===== src/rtl/repeat_area_pkg.sv =====
package repeat_area_pkg;
  // ==========================================================================
  // field layout of the address control register
  localparam int SRC_AREA_MSB = 12;
  localparam int SRC_AREA_LSB = 8;
  localparam int SRC_IRQ_EN_BIT = 15;
  localparam int DST_IRQ_EN_BIT = 7;
  localparam int DST_AREA_MSB = 4;
  localparam int DST_AREA_LSB = 0;
  localparam int AREA_SEL_W = 5;
  // ==========================================================================
  // area codes and reset values
  localparam logic [4:0] AREA_NONE = 5'h00;
  localparam logic [4:0] AREA_MIN = 5'h02;
  localparam logic [4:0] AREA_MAX = 5'h1B;
  localparam logic [31:0] ADDR_RESET = 32'h0000_0000;
  localparam logic [31:0] CTRL_RESET = 32'h0000_0000;
  // ==========================================================================
  // address update modes
  typedef enum logic [1:0] {
    UPD_FIXED = 2'b00,
    UPD_OFFSET = 2'b01,
    UPD_INC = 2'b10,
    UPD_DEC = 2'b11
  } upd_mode_t;
endpackage


===== src/rtl/dma_extended_repeat_area.sv =====
// Overview of operation
// (RULE1) source area select field occupies bits 12 down to 8
// (RULE2) inside an area only the selected low address bits change
// (RULE3) area sizes are powers of two, four bytes to 128 Mbytes; the code does not check AREA_MIN or AREA_MAX, so code 1 gives two bytes
// (RULE4) overflow wraps to area start on increment, area end on decrement
// (RULE5) source overflow requests interrupt only when source enable is 1
// (RULE6) destination overflow interrupt enable is read/write bit 7
// (RULE7) destination overflow with enable clears transfer enable, sets flag
// (RULE8) in block mode the interrupt waits until the block completes
// (RULE9) setting transfer enable again resumes from the stopped state
// (RULE10) destination enable ignored when no destination area selected
// (RULE11) code 0 means no area; code n selects lowest n bits
// (RULE12) source overflow with enable clears transfer enable, sets flag
// (RULE13) destination area select field occupies bits 4 down to 0
// (RULE14) interrupt request follows the overflow flag
module dma_extended_repeat_area
  import repeat_area_pkg::*;
#(
  parameter int ADDR_W = 32
) (
  input wire logic sys_clk,
  input wire logic rst,
  input wire logic ctrl_we,
  input wire logic [15:0] ctrl_wdata,
  output logic [15:0] ctrl_rdata,
  input wire logic enable_set,
  input wire logic enable_clr,
  input wire logic flag_clr,
  input wire logic block_mode,
  input wire logic block_end,
  input wire logic src_load,
  input wire logic [ADDR_W-1:0] src_load_value,
  input wire logic dst_load,
  input wire logic [ADDR_W-1:0] dst_load_value,
  input wire logic src_step,
  input wire logic [1:0] src_mode,
  input wire logic dst_step,
  input wire logic [1:0] dst_mode,
  input wire logic [ADDR_W-1:0] src_offset,
  input wire logic [ADDR_W-1:0] dst_offset,
  input wire logic [2:0] access_bytes,
  output logic [ADDR_W-1:0] source_address_reg,
  output logic [ADDR_W-1:0] destination_address_reg,
  output logic channel_transfer_enable,
  output logic repeat_overflow_irq_flag,
  output logic channel_irq
);

  // the widest area needs 28 address bits; masks are built in at most 32 bits
  if (ADDR_W < 28 || ADDR_W > 32) begin : g_width_check
    $error("ADDR_W must be 28 to 32");
  end

  // ==========================================================================
  // helpers
  typedef struct packed {
    logic [ADDR_W-1:0] addr;
    logic ovf;
  } step_t;

  function automatic logic area_on(input logic [4:0] code);
    return code != AREA_NONE; // RULE11
  endfunction

  function automatic logic [ADDR_W-1:0] area_mask(input logic [4:0] code);
    logic [ADDR_W-1:0] m;
    m = '0;
    if (area_on(code)) begin // RULE11
      m = (ADDR_W'(1) << code) - ADDR_W'(1); // RULE3
    end
    return m;
  endfunction

  function automatic step_t addr_step(input logic [ADDR_W-1:0] cur, input upd_mode_t mode,
                                      input logic [ADDR_W-1:0] ofs, input logic [2:0] size,
                                      input logic [4:0] code);
    logic [ADDR_W-1:0] m;
    logic [ADDR_W-1:0] raw;
    step_t r;
    m = area_mask(code);
    case (mode)
      UPD_OFFSET: raw = cur + ofs;
      UPD_INC: raw = cur + ADDR_W'(size);
      UPD_DEC: raw = cur - ADDR_W'(size);
      default: raw = cur;
    endcase
    r.ovf = 1'b0;
    r.addr = raw;
    if (area_on(code)) begin
      r.addr = (cur & ~m) | (raw & m); // RULE2
      r.ovf = (raw & ~m) != (cur & ~m);
      if (r.ovf && mode == UPD_DEC) begin
        r.addr = cur | m; // RULE4
      end else if (r.ovf) begin
        r.addr = cur & ~m; // RULE4
      end
    end
    return r;
  endfunction

  // ==========================================================================
  // control fields
  logic [4:0] src_area_sel;
  logic [4:0] dst_area_sel;
  logic src_overflow_irq_en;
  logic dst_overflow_irq_en;
  logic [4:0] next_src_area_sel;
  logic [4:0] next_dst_area_sel;
  logic next_src_overflow_irq_en;
  logic next_dst_overflow_irq_en;
  logic [15:0] next_ctrl_rdata;

  always_comb begin
    next_src_area_sel = src_area_sel;
    next_dst_area_sel = dst_area_sel;
    next_src_overflow_irq_en = src_overflow_irq_en;
    next_dst_overflow_irq_en = dst_overflow_irq_en;
    if (ctrl_we) begin
      next_src_area_sel = ctrl_wdata[SRC_AREA_MSB:SRC_AREA_LSB]; // RULE1
      next_dst_area_sel = ctrl_wdata[DST_AREA_MSB:DST_AREA_LSB]; // RULE13
      next_src_overflow_irq_en = ctrl_wdata[SRC_IRQ_EN_BIT];
      next_dst_overflow_irq_en = ctrl_wdata[DST_IRQ_EN_BIT]; // RULE6
    end
    next_ctrl_rdata = '0;
    next_ctrl_rdata[SRC_AREA_MSB:SRC_AREA_LSB] = next_src_area_sel;
    next_ctrl_rdata[DST_AREA_MSB:DST_AREA_LSB] = next_dst_area_sel;
    next_ctrl_rdata[SRC_IRQ_EN_BIT] = next_src_overflow_irq_en;
    next_ctrl_rdata[DST_IRQ_EN_BIT] = next_dst_overflow_irq_en;
  end

  always_ff @(posedge sys_clk) begin
    if (rst) begin
      src_area_sel <= AREA_NONE;
      dst_area_sel <= AREA_NONE;
      src_overflow_irq_en <= 1'b0;
      dst_overflow_irq_en <= 1'b0;
      ctrl_rdata <= CTRL_RESET[15:0];
    end else begin
      src_area_sel <= next_src_area_sel;
      dst_area_sel <= next_dst_area_sel;
      src_overflow_irq_en <= next_src_overflow_irq_en;
      dst_overflow_irq_en <= next_dst_overflow_irq_en;
      ctrl_rdata <= next_ctrl_rdata;
    end
  end

  // ==========================================================================
  // address step results
  step_t src_res;
  step_t dst_res;
  logic src_advance;
  logic dst_advance;

  always_comb begin
    src_res = addr_step(source_address_reg, upd_mode_t'(src_mode), src_offset, access_bytes, src_area_sel);
    dst_res = addr_step(destination_address_reg, upd_mode_t'(dst_mode), dst_offset, access_bytes, dst_area_sel);
    // stepping is held while the channel is stopped so a resume continues in place
    // a loading cycle takes the load value and never flags an overflow
    src_advance = src_step && channel_transfer_enable && !src_load; // RULE9
    dst_advance = dst_step && channel_transfer_enable && !dst_load; // RULE9
  end

  // ==========================================================================
  // source address register
  logic [ADDR_W-1:0] next_src_addr;

  always_comb begin
    next_src_addr = source_address_reg;
    if (src_load) begin
      next_src_addr = src_load_value;
    end else if (src_advance) begin
      next_src_addr = src_res.addr; // RULE2
    end
  end

  always_ff @(posedge sys_clk) begin
    if (rst) begin
      source_address_reg <= ADDR_RESET[ADDR_W-1:0];
    end else begin
      source_address_reg <= next_src_addr;
    end
  end

  // ==========================================================================
  // destination address register
  logic [ADDR_W-1:0] next_dst_addr;

  always_comb begin
    next_dst_addr = destination_address_reg;
    if (dst_load) begin
      next_dst_addr = dst_load_value;
    end else if (dst_advance) begin
      next_dst_addr = dst_res.addr; // RULE2
    end
  end

  always_ff @(posedge sys_clk) begin
    if (rst) begin
      destination_address_reg <= ADDR_RESET[ADDR_W-1:0];
    end else begin
      destination_address_reg <= next_dst_addr;
    end
  end

  // ==========================================================================
  // overflow events
  logic src_ovf_event;
  logic dst_ovf_event;
  logic ovf_event;

  always_comb begin
    // an overflow with its side's enable at 0 only wraps
    src_ovf_event = 1'b0;
    dst_ovf_event = 1'b0;
    if (src_advance && src_res.ovf && src_overflow_irq_en) begin
      src_ovf_event = 1'b1; // RULE5 RULE12
    end
    if (dst_advance && dst_res.ovf && dst_overflow_irq_en) begin
      if (area_on(dst_area_sel)) begin // RULE10
        dst_ovf_event = 1'b1; // RULE7
      end
    end
    ovf_event = src_ovf_event || dst_ovf_event;
  end

  // ==========================================================================
  // block mode deferral
  logic pending;
  logic next_pending;
  logic stop_now;

  always_comb begin
    // inside a block the stop waits for the block's last transfer
    next_pending = pending;
    stop_now = 1'b0;
    if (block_mode) begin
      if ((pending || ovf_event) && block_end) begin // RULE8
        stop_now = 1'b1;
        next_pending = 1'b0;
      end else if (ovf_event) begin
        next_pending = 1'b1; // RULE8
      end
    end else begin
      stop_now = ovf_event || pending;
      next_pending = 1'b0;
    end
  end

  always_ff @(posedge sys_clk) begin
    if (rst) begin
      pending <= 1'b0;
    end else begin
      pending <= next_pending;
    end
  end

  // ==========================================================================
  // transfer enable
  logic next_enable;

  always_comb begin
    // clear wins over set, and an overflow stop wins over both
    next_enable = channel_transfer_enable;
    if (enable_clr) begin
      next_enable = 1'b0;
    end else if (enable_set) begin
      next_enable = 1'b1; // RULE9
    end
    if (stop_now) begin
      next_enable = 1'b0; // RULE7 RULE12
    end
  end

  always_ff @(posedge sys_clk) begin
    if (rst) begin
      channel_transfer_enable <= 1'b0;
    end else begin
      channel_transfer_enable <= next_enable;
    end
  end

  // ==========================================================================
  // overflow flag and interrupt request
  logic next_flag;
  logic next_irq;

  always_comb begin
    next_flag = repeat_overflow_irq_flag;
    if (flag_clr) begin
      next_flag = 1'b0;
    end
    // a stop in the clearing cycle wins so no overflow is lost
    if (stop_now) begin
      next_flag = 1'b1; // RULE7 RULE12
    end
    next_irq = next_flag; // RULE14
  end

  always_ff @(posedge sys_clk) begin
    if (rst) begin
      repeat_overflow_irq_flag <= 1'b0;
      channel_irq <= 1'b0;
    end else begin
      repeat_overflow_irq_flag <= next_flag;
      channel_irq <= next_irq;
    end
  end

endmodule


===== config.mk =====
export PLATFORM = sky130hd
export DESIGN_NAME = dma_extended_repeat_area
export DESIGN_NICKNAME = d
export VERILOG_FILES = /design/src/rtl/repeat_area_pkg.sv /design/src/rtl/dma_extended_repeat_area.sv
export SDC_FILE = /design/constraint.sdc
export NUM_CORES = 1
export LEC_CHECK = 0
export BUFFER_PORTS_ARGS = -buffer_cell sky130_fd_sc_hd__buf_2
export CAP_MARGIN = 30
export CORE_MARGIN = 2
export CORE_UTILIZATION = 30
export DETAILED_ROUTE_END_ITERATION = 8
export SKIP_LAST_GASP = 1
export SYNTH_ARGS = -nofsm -noshare
export SYNTH_HDL_FRONTEND = slang
export SYNTH_SLANG_ARGS = --single-unit

===== constraint.sdc =====
create_clock -name sys_clk -period 8.6 [get_ports sys_clk]
set_clock_uncertainty 0.15 [all_clocks]
set_input_delay 0.86 -clock sys_clk [delete_from_list [all_inputs] [get_ports sys_clk]]
set_output_delay 0.86 -clock sys_clk [all_outputs]
set_load 0.01 [all_outputs]

# Yosys cells after proc, flatten, opt, wreduce, memory -nomap -nowiden
# Index checks and enable logic that the tools add are counted.
word_totals:
  reg_bits: 95
  inputBits: 163
  out_inout_bits: 83
  word_cells: 89
classes:
  add_sub_neg: 8
  eq_ne: 8
  shifts: 2
  muxes: 25
  bitwise_logic: 13
  n_reduce_logical: 22
ops:
  columns: ["op", "count"]
  rows:
  - ["$mux 32", 10]
  - ["$and 32x32->32", 6]
  - ["$pmux 32 s3", 2]
  - ["$or 32x32->32", 4]
  - ["$mux 33", 2]
  - ["$add 32x3->32", 2]
  - ["$add 32x32->32", 2]
  - ["$ne 32x32->1", 2]
  - ["$not 32->32", 2]
  - ["$shl 1x5->32 const A", 2]
  - ["$sub 32x2->32 const B", 2]
  - ["$sub 32x3->32", 2]
  - ["$logic_and 1x1->1", 11]
  - ["$mux 5", 2]
  - ["$reduce_bool 5->1", 2]
  - ["$mux 1", 9]
  - ["$eq 2x2->1 const B", 4]
  - ["$reduce_bool 2->1", 3]
  - ["$reduce_or 3->1", 2]
  - ["$eq 2x1->1 const B", 2]
  - ["$logic_not 1->1", 2]
  - ["$logic_or 1x1->1", 2]
  - ["$not 1->1", 1]

# Logic depth before layout (Yosys ltp)
depth:
  ltp_word: 18
  mapped_depth: 27
  depth_no_buf: 24

# Worst setup path before layout
# No wires, ideal clock.
synth_path:
  kind: "input -> register"
  startpoint: "input port src_offset[13]"
  endpoint: "register with a tool-made name"
  setup_ns: 0.120
  t_arrival_ns: 6.233
  required_time_ns: 8.330
  path_slack_ns: 2.097
  cell_stages: 23
  path_buffers: 3
  cell_sequence: "or3_4 > or4_4 > or3_2 > nor4_1 > nor2b_1 > xnor2_1 > o21ai_0 > ha_1 > clkbuf_1 > a21oi_1 > o21ai_0 > nand4_1 > o41ai_1 > a211oi_1 > o311ai_1 > or4_2 > nor4_2 > and4_1 > buf_2 > nand2_2 > buf_2 > a221oi_2 > nor2_1"
synth_lines:
  columns: ["element", "line_no", "text"]
  rows:
  - ["start: declaration", "dma_extended_repeat_area.sv:39", "input wire logic [ADDR_W-1:0] src_offset,"]

==> results.toml <==
[outcome]
outcome = "finished clean"

[logic_synthesis]
synth_common_cells = "nand2_1 (233), a21oi_1 (211), o21ai_0 (209)"
yosysTopAreaCell = "dfxtp_1"
yosysMostFrequentCell = "nand2_1"
ys_seq_area_share_pct = 10.3
synth_adder_area_share_pct = 5.78
synth_top_area_share_pct = 10.3
yosys.area_share.xor_xnor_pct = 9.72
synth-compound-area-share_pct = 34.9
ys_ff_latch = 79
netlist_area_mm2 = 0.0154
synth_top_family_by_area = "compound AO/OA/AOI/OAI gates"
synth_edf_count = 0
ys_types = 115
ys.flop_type = "dfxtp_1"
synthTopCellsByArea = "dfxtp_1 (10%), a21oi_1 (6.9%), o21ai_0 (6.8%)"
syn_avg_cell_area_um2 = 6.72
async_flop_share_pct = 0
yosys_warnings = 0
synthMuxAreaShare_pct = 3.48
synth_simple_gate_area_share_pct = 28.8
synthCells = 2292

[finish]
finalNonFillerCells = 3083
post-route-util_pct = 33.7
diodes = 0
layout-drive-gt1-share_pct = 15.7
nets = 2631
syn_to_final_growth_pct = 11.6

[worst_setup_path]
end_kind = "flop"
path_common_cell = "o21ai_0"
cp_top_family = "simple AND/OR/NAND/NOR gates"
cp_num_buf_inv = 1
max_stage_delay_ns = 0.72
crit_chain = "buf_2, or3_4, or4_4, or3_2, nor4_1, nor2b_1, xnor2_1, o21ai_0, ha_1, a21oi_1, o21ai_0, nand4_1, o41ai_1, a211oi_1, o311ai_1, or4_2, nor4_2, nand4_4, nor2_2, nand3b_1, a32o_1"
cp_slowest_cell = "or4_2"
critPathLaunchType = "primary input"
crit_arrival_ns = 7.64
startpoint = "src_offset[13]"
cp.required_ns = 8.71
cp_max_fo = 15
reg2reg_from = "ctrl_rdata[0]$_SDFFE_PP0P_"
critical_path_class = "primary input to flop"

[run]
maxCapViolations = 0

[clocking]
cts_setup_buffers = 0
clock_latency_ns = 0.36
cts_buffers = 9
cts_resized = 0
clock-sinks = 79
cts-root-buf = "clkbuf_16"
cts_hold_buffers = 0
clk_pin_slew_worst_paths_ns = 0.07
htree_levels = 3
clock_path_buffers = 2
cts_tree = "done"

[detailed_routing]
drt_wl_total_um = 71100
routedWlPerCell_um = 23.1
detail-route-antenna-nets = 0
drtIter0Drc = 1983
vias = 19000
viasPerCell = 6.18
drt_pass1_iterations = 6
drc_errors = 0

[power]
power_density_mw_per_mm2 = 135
vdd_drop_max_mv = 0.105
power_leakage_nw = 6.71

[global_routing]
grt_pass1_wl_um = 107000
first_global_vias = 18000
grt_use_total_pct = 25.7
grt_overflow_total = 0
antenna_found_initial = 0
grt_max_degree = 60

[placed_design]
hpwl_um = 55400
port_buffers = 237
placed_cells = 3067
gp_congestion = 0.945
pre_cts_slack_ns = 0.742

[floorplanning]
die_area_mm2 = 0.0532
rows = 83
start_util_pct = 30.2
ios = 246
dieHeight_um = 231
die_w_um = 231
core_area_mm2 = 0.0510

[worst_hold_path]
worstHoldStart = "pending$_SDFFE_PP0P_"
hold_path_class = "flop to flop"

[sta]
holdWs_ns = 0.328
min_period_over_period_pct = 87.5
slew_viol_final = 0
worst_pin_slew_ns = 1.20
fin_setup_tns_ns = 0
rsz0062_at_grt = "false"
maxSlewHeadroom_pct = 19.8
hold_violations = 0
period_needed_ns = 7.53
setup_viol = 0
worst_slack_ns = 1.07
clock.fmax_mhz = 133
## routing by layer
metal	wire, um	vias to the layer above	GRT usage, %
li1	-	8833	-
met2	32500	997	42.2
met1	30000	9048	33.9
met5	0	-	0
met3	5490	167	3.10
met4	3150	0	11.1
## worst paths after layout
kind                                                 end  slack, ns  cells past startpoint
worst max-delay path                                flop       1.07                     21
worst min-delay path            channel_irq$_SDFFE_PP0P_       0.33                      2
worst min register to register  channel_irq$_SDFFE_PP0P_       0.33                      2
worst max register to register      pending$_SDFFE_PP0P_       2.11                     18
## area by class of cell
cell class | count | area [um^2]
fillers | 5563 | 33800
multi-input cells | 1983 | 12800
flip-flops and latches | 79 | 1580
repair buffers | 282 | 1530
well taps | 680 | 851
clock buffers | 9 | 225
inverters | 43 | 161
clock inverters | 7 | 82.6
## placed cells by master, fill, tap and decap left out, types with 16 or more instances in the layout
| cell | n |
|---|---|
| buf_2 | 238 |
| nand2_1 | 233 |
| a21oi_1 | 211 |
| o21ai_0 | 209 |
| nor2_1 | 205 |
| xnor2_1 | 91 |
| nand3_1 | 80 |
| dfxtp_1 | 79 |
| nor3_1 | 76 |
| ha_1 | 68 |
| xor2_1 | 51 |
| buf_4 | 43 |
| a31oi_1 | 42 |
| o31ai_1 | 41 |
| mux2i_1 | 40 |
| inv_1 | 37 |
| or3_1 | 37 |
| nand4_1 | 35 |
| nor4_1 | 34 |
| o211ai_1 | 28 |
| and2_1 | 24 |
| o41ai_1 | 24 |
| and3_1 | 23 |
| a21o_1 | 22 |
| a211oi_1 | 22 |
| o21a_1 | 21 |
| nor2b_1 | 19 |
| nand2b_1 | 18 |
| a2111oi_0 | 17 |
| a221oi_1 | 16 |
| nand3b_1 | 16 |
## where the power goes
part	switching, W	total [W]	internal (W)
Sequential	0.0000739	0.000470	0.000396
Combinational	0.000901	0.00143	0.000526
Clock	0.000199	0.000429	0.000229
## cell families (layout without fill, tap and decap cells)
logic type	Yosys count	count (layout)
AND/OR/NAND/NOR	885	885
buffers and inverters	233	341
multiplexers	51	51
flip-flops	79	79
other	1	4
XOR/XNOR	153	153
AO/OA/AOI/OAI	820	820
adder cells (fa/ha/maj)	70	70
## tightest hold or removal path, cell delays in order (launching register included)
cell and delay, ns:
dfxtp_1 0.31, inv_1 0.06, a31oi_1 0.06
## stage by stage
| stage | total power (W) | area, um^2 |
|---|---|---|
| after floorplan | 0.00143 | 15400 |
| after global placement | 0.00185 | 16900 |
| after detailed placement | 0.00186 | 16900 |
| after CTS | 0.00230 | 17200 |
| after global routing | 0.00247 | 17200 |
| final | 0.00232 | 17200 |
(Power assumes the default switching activity.)
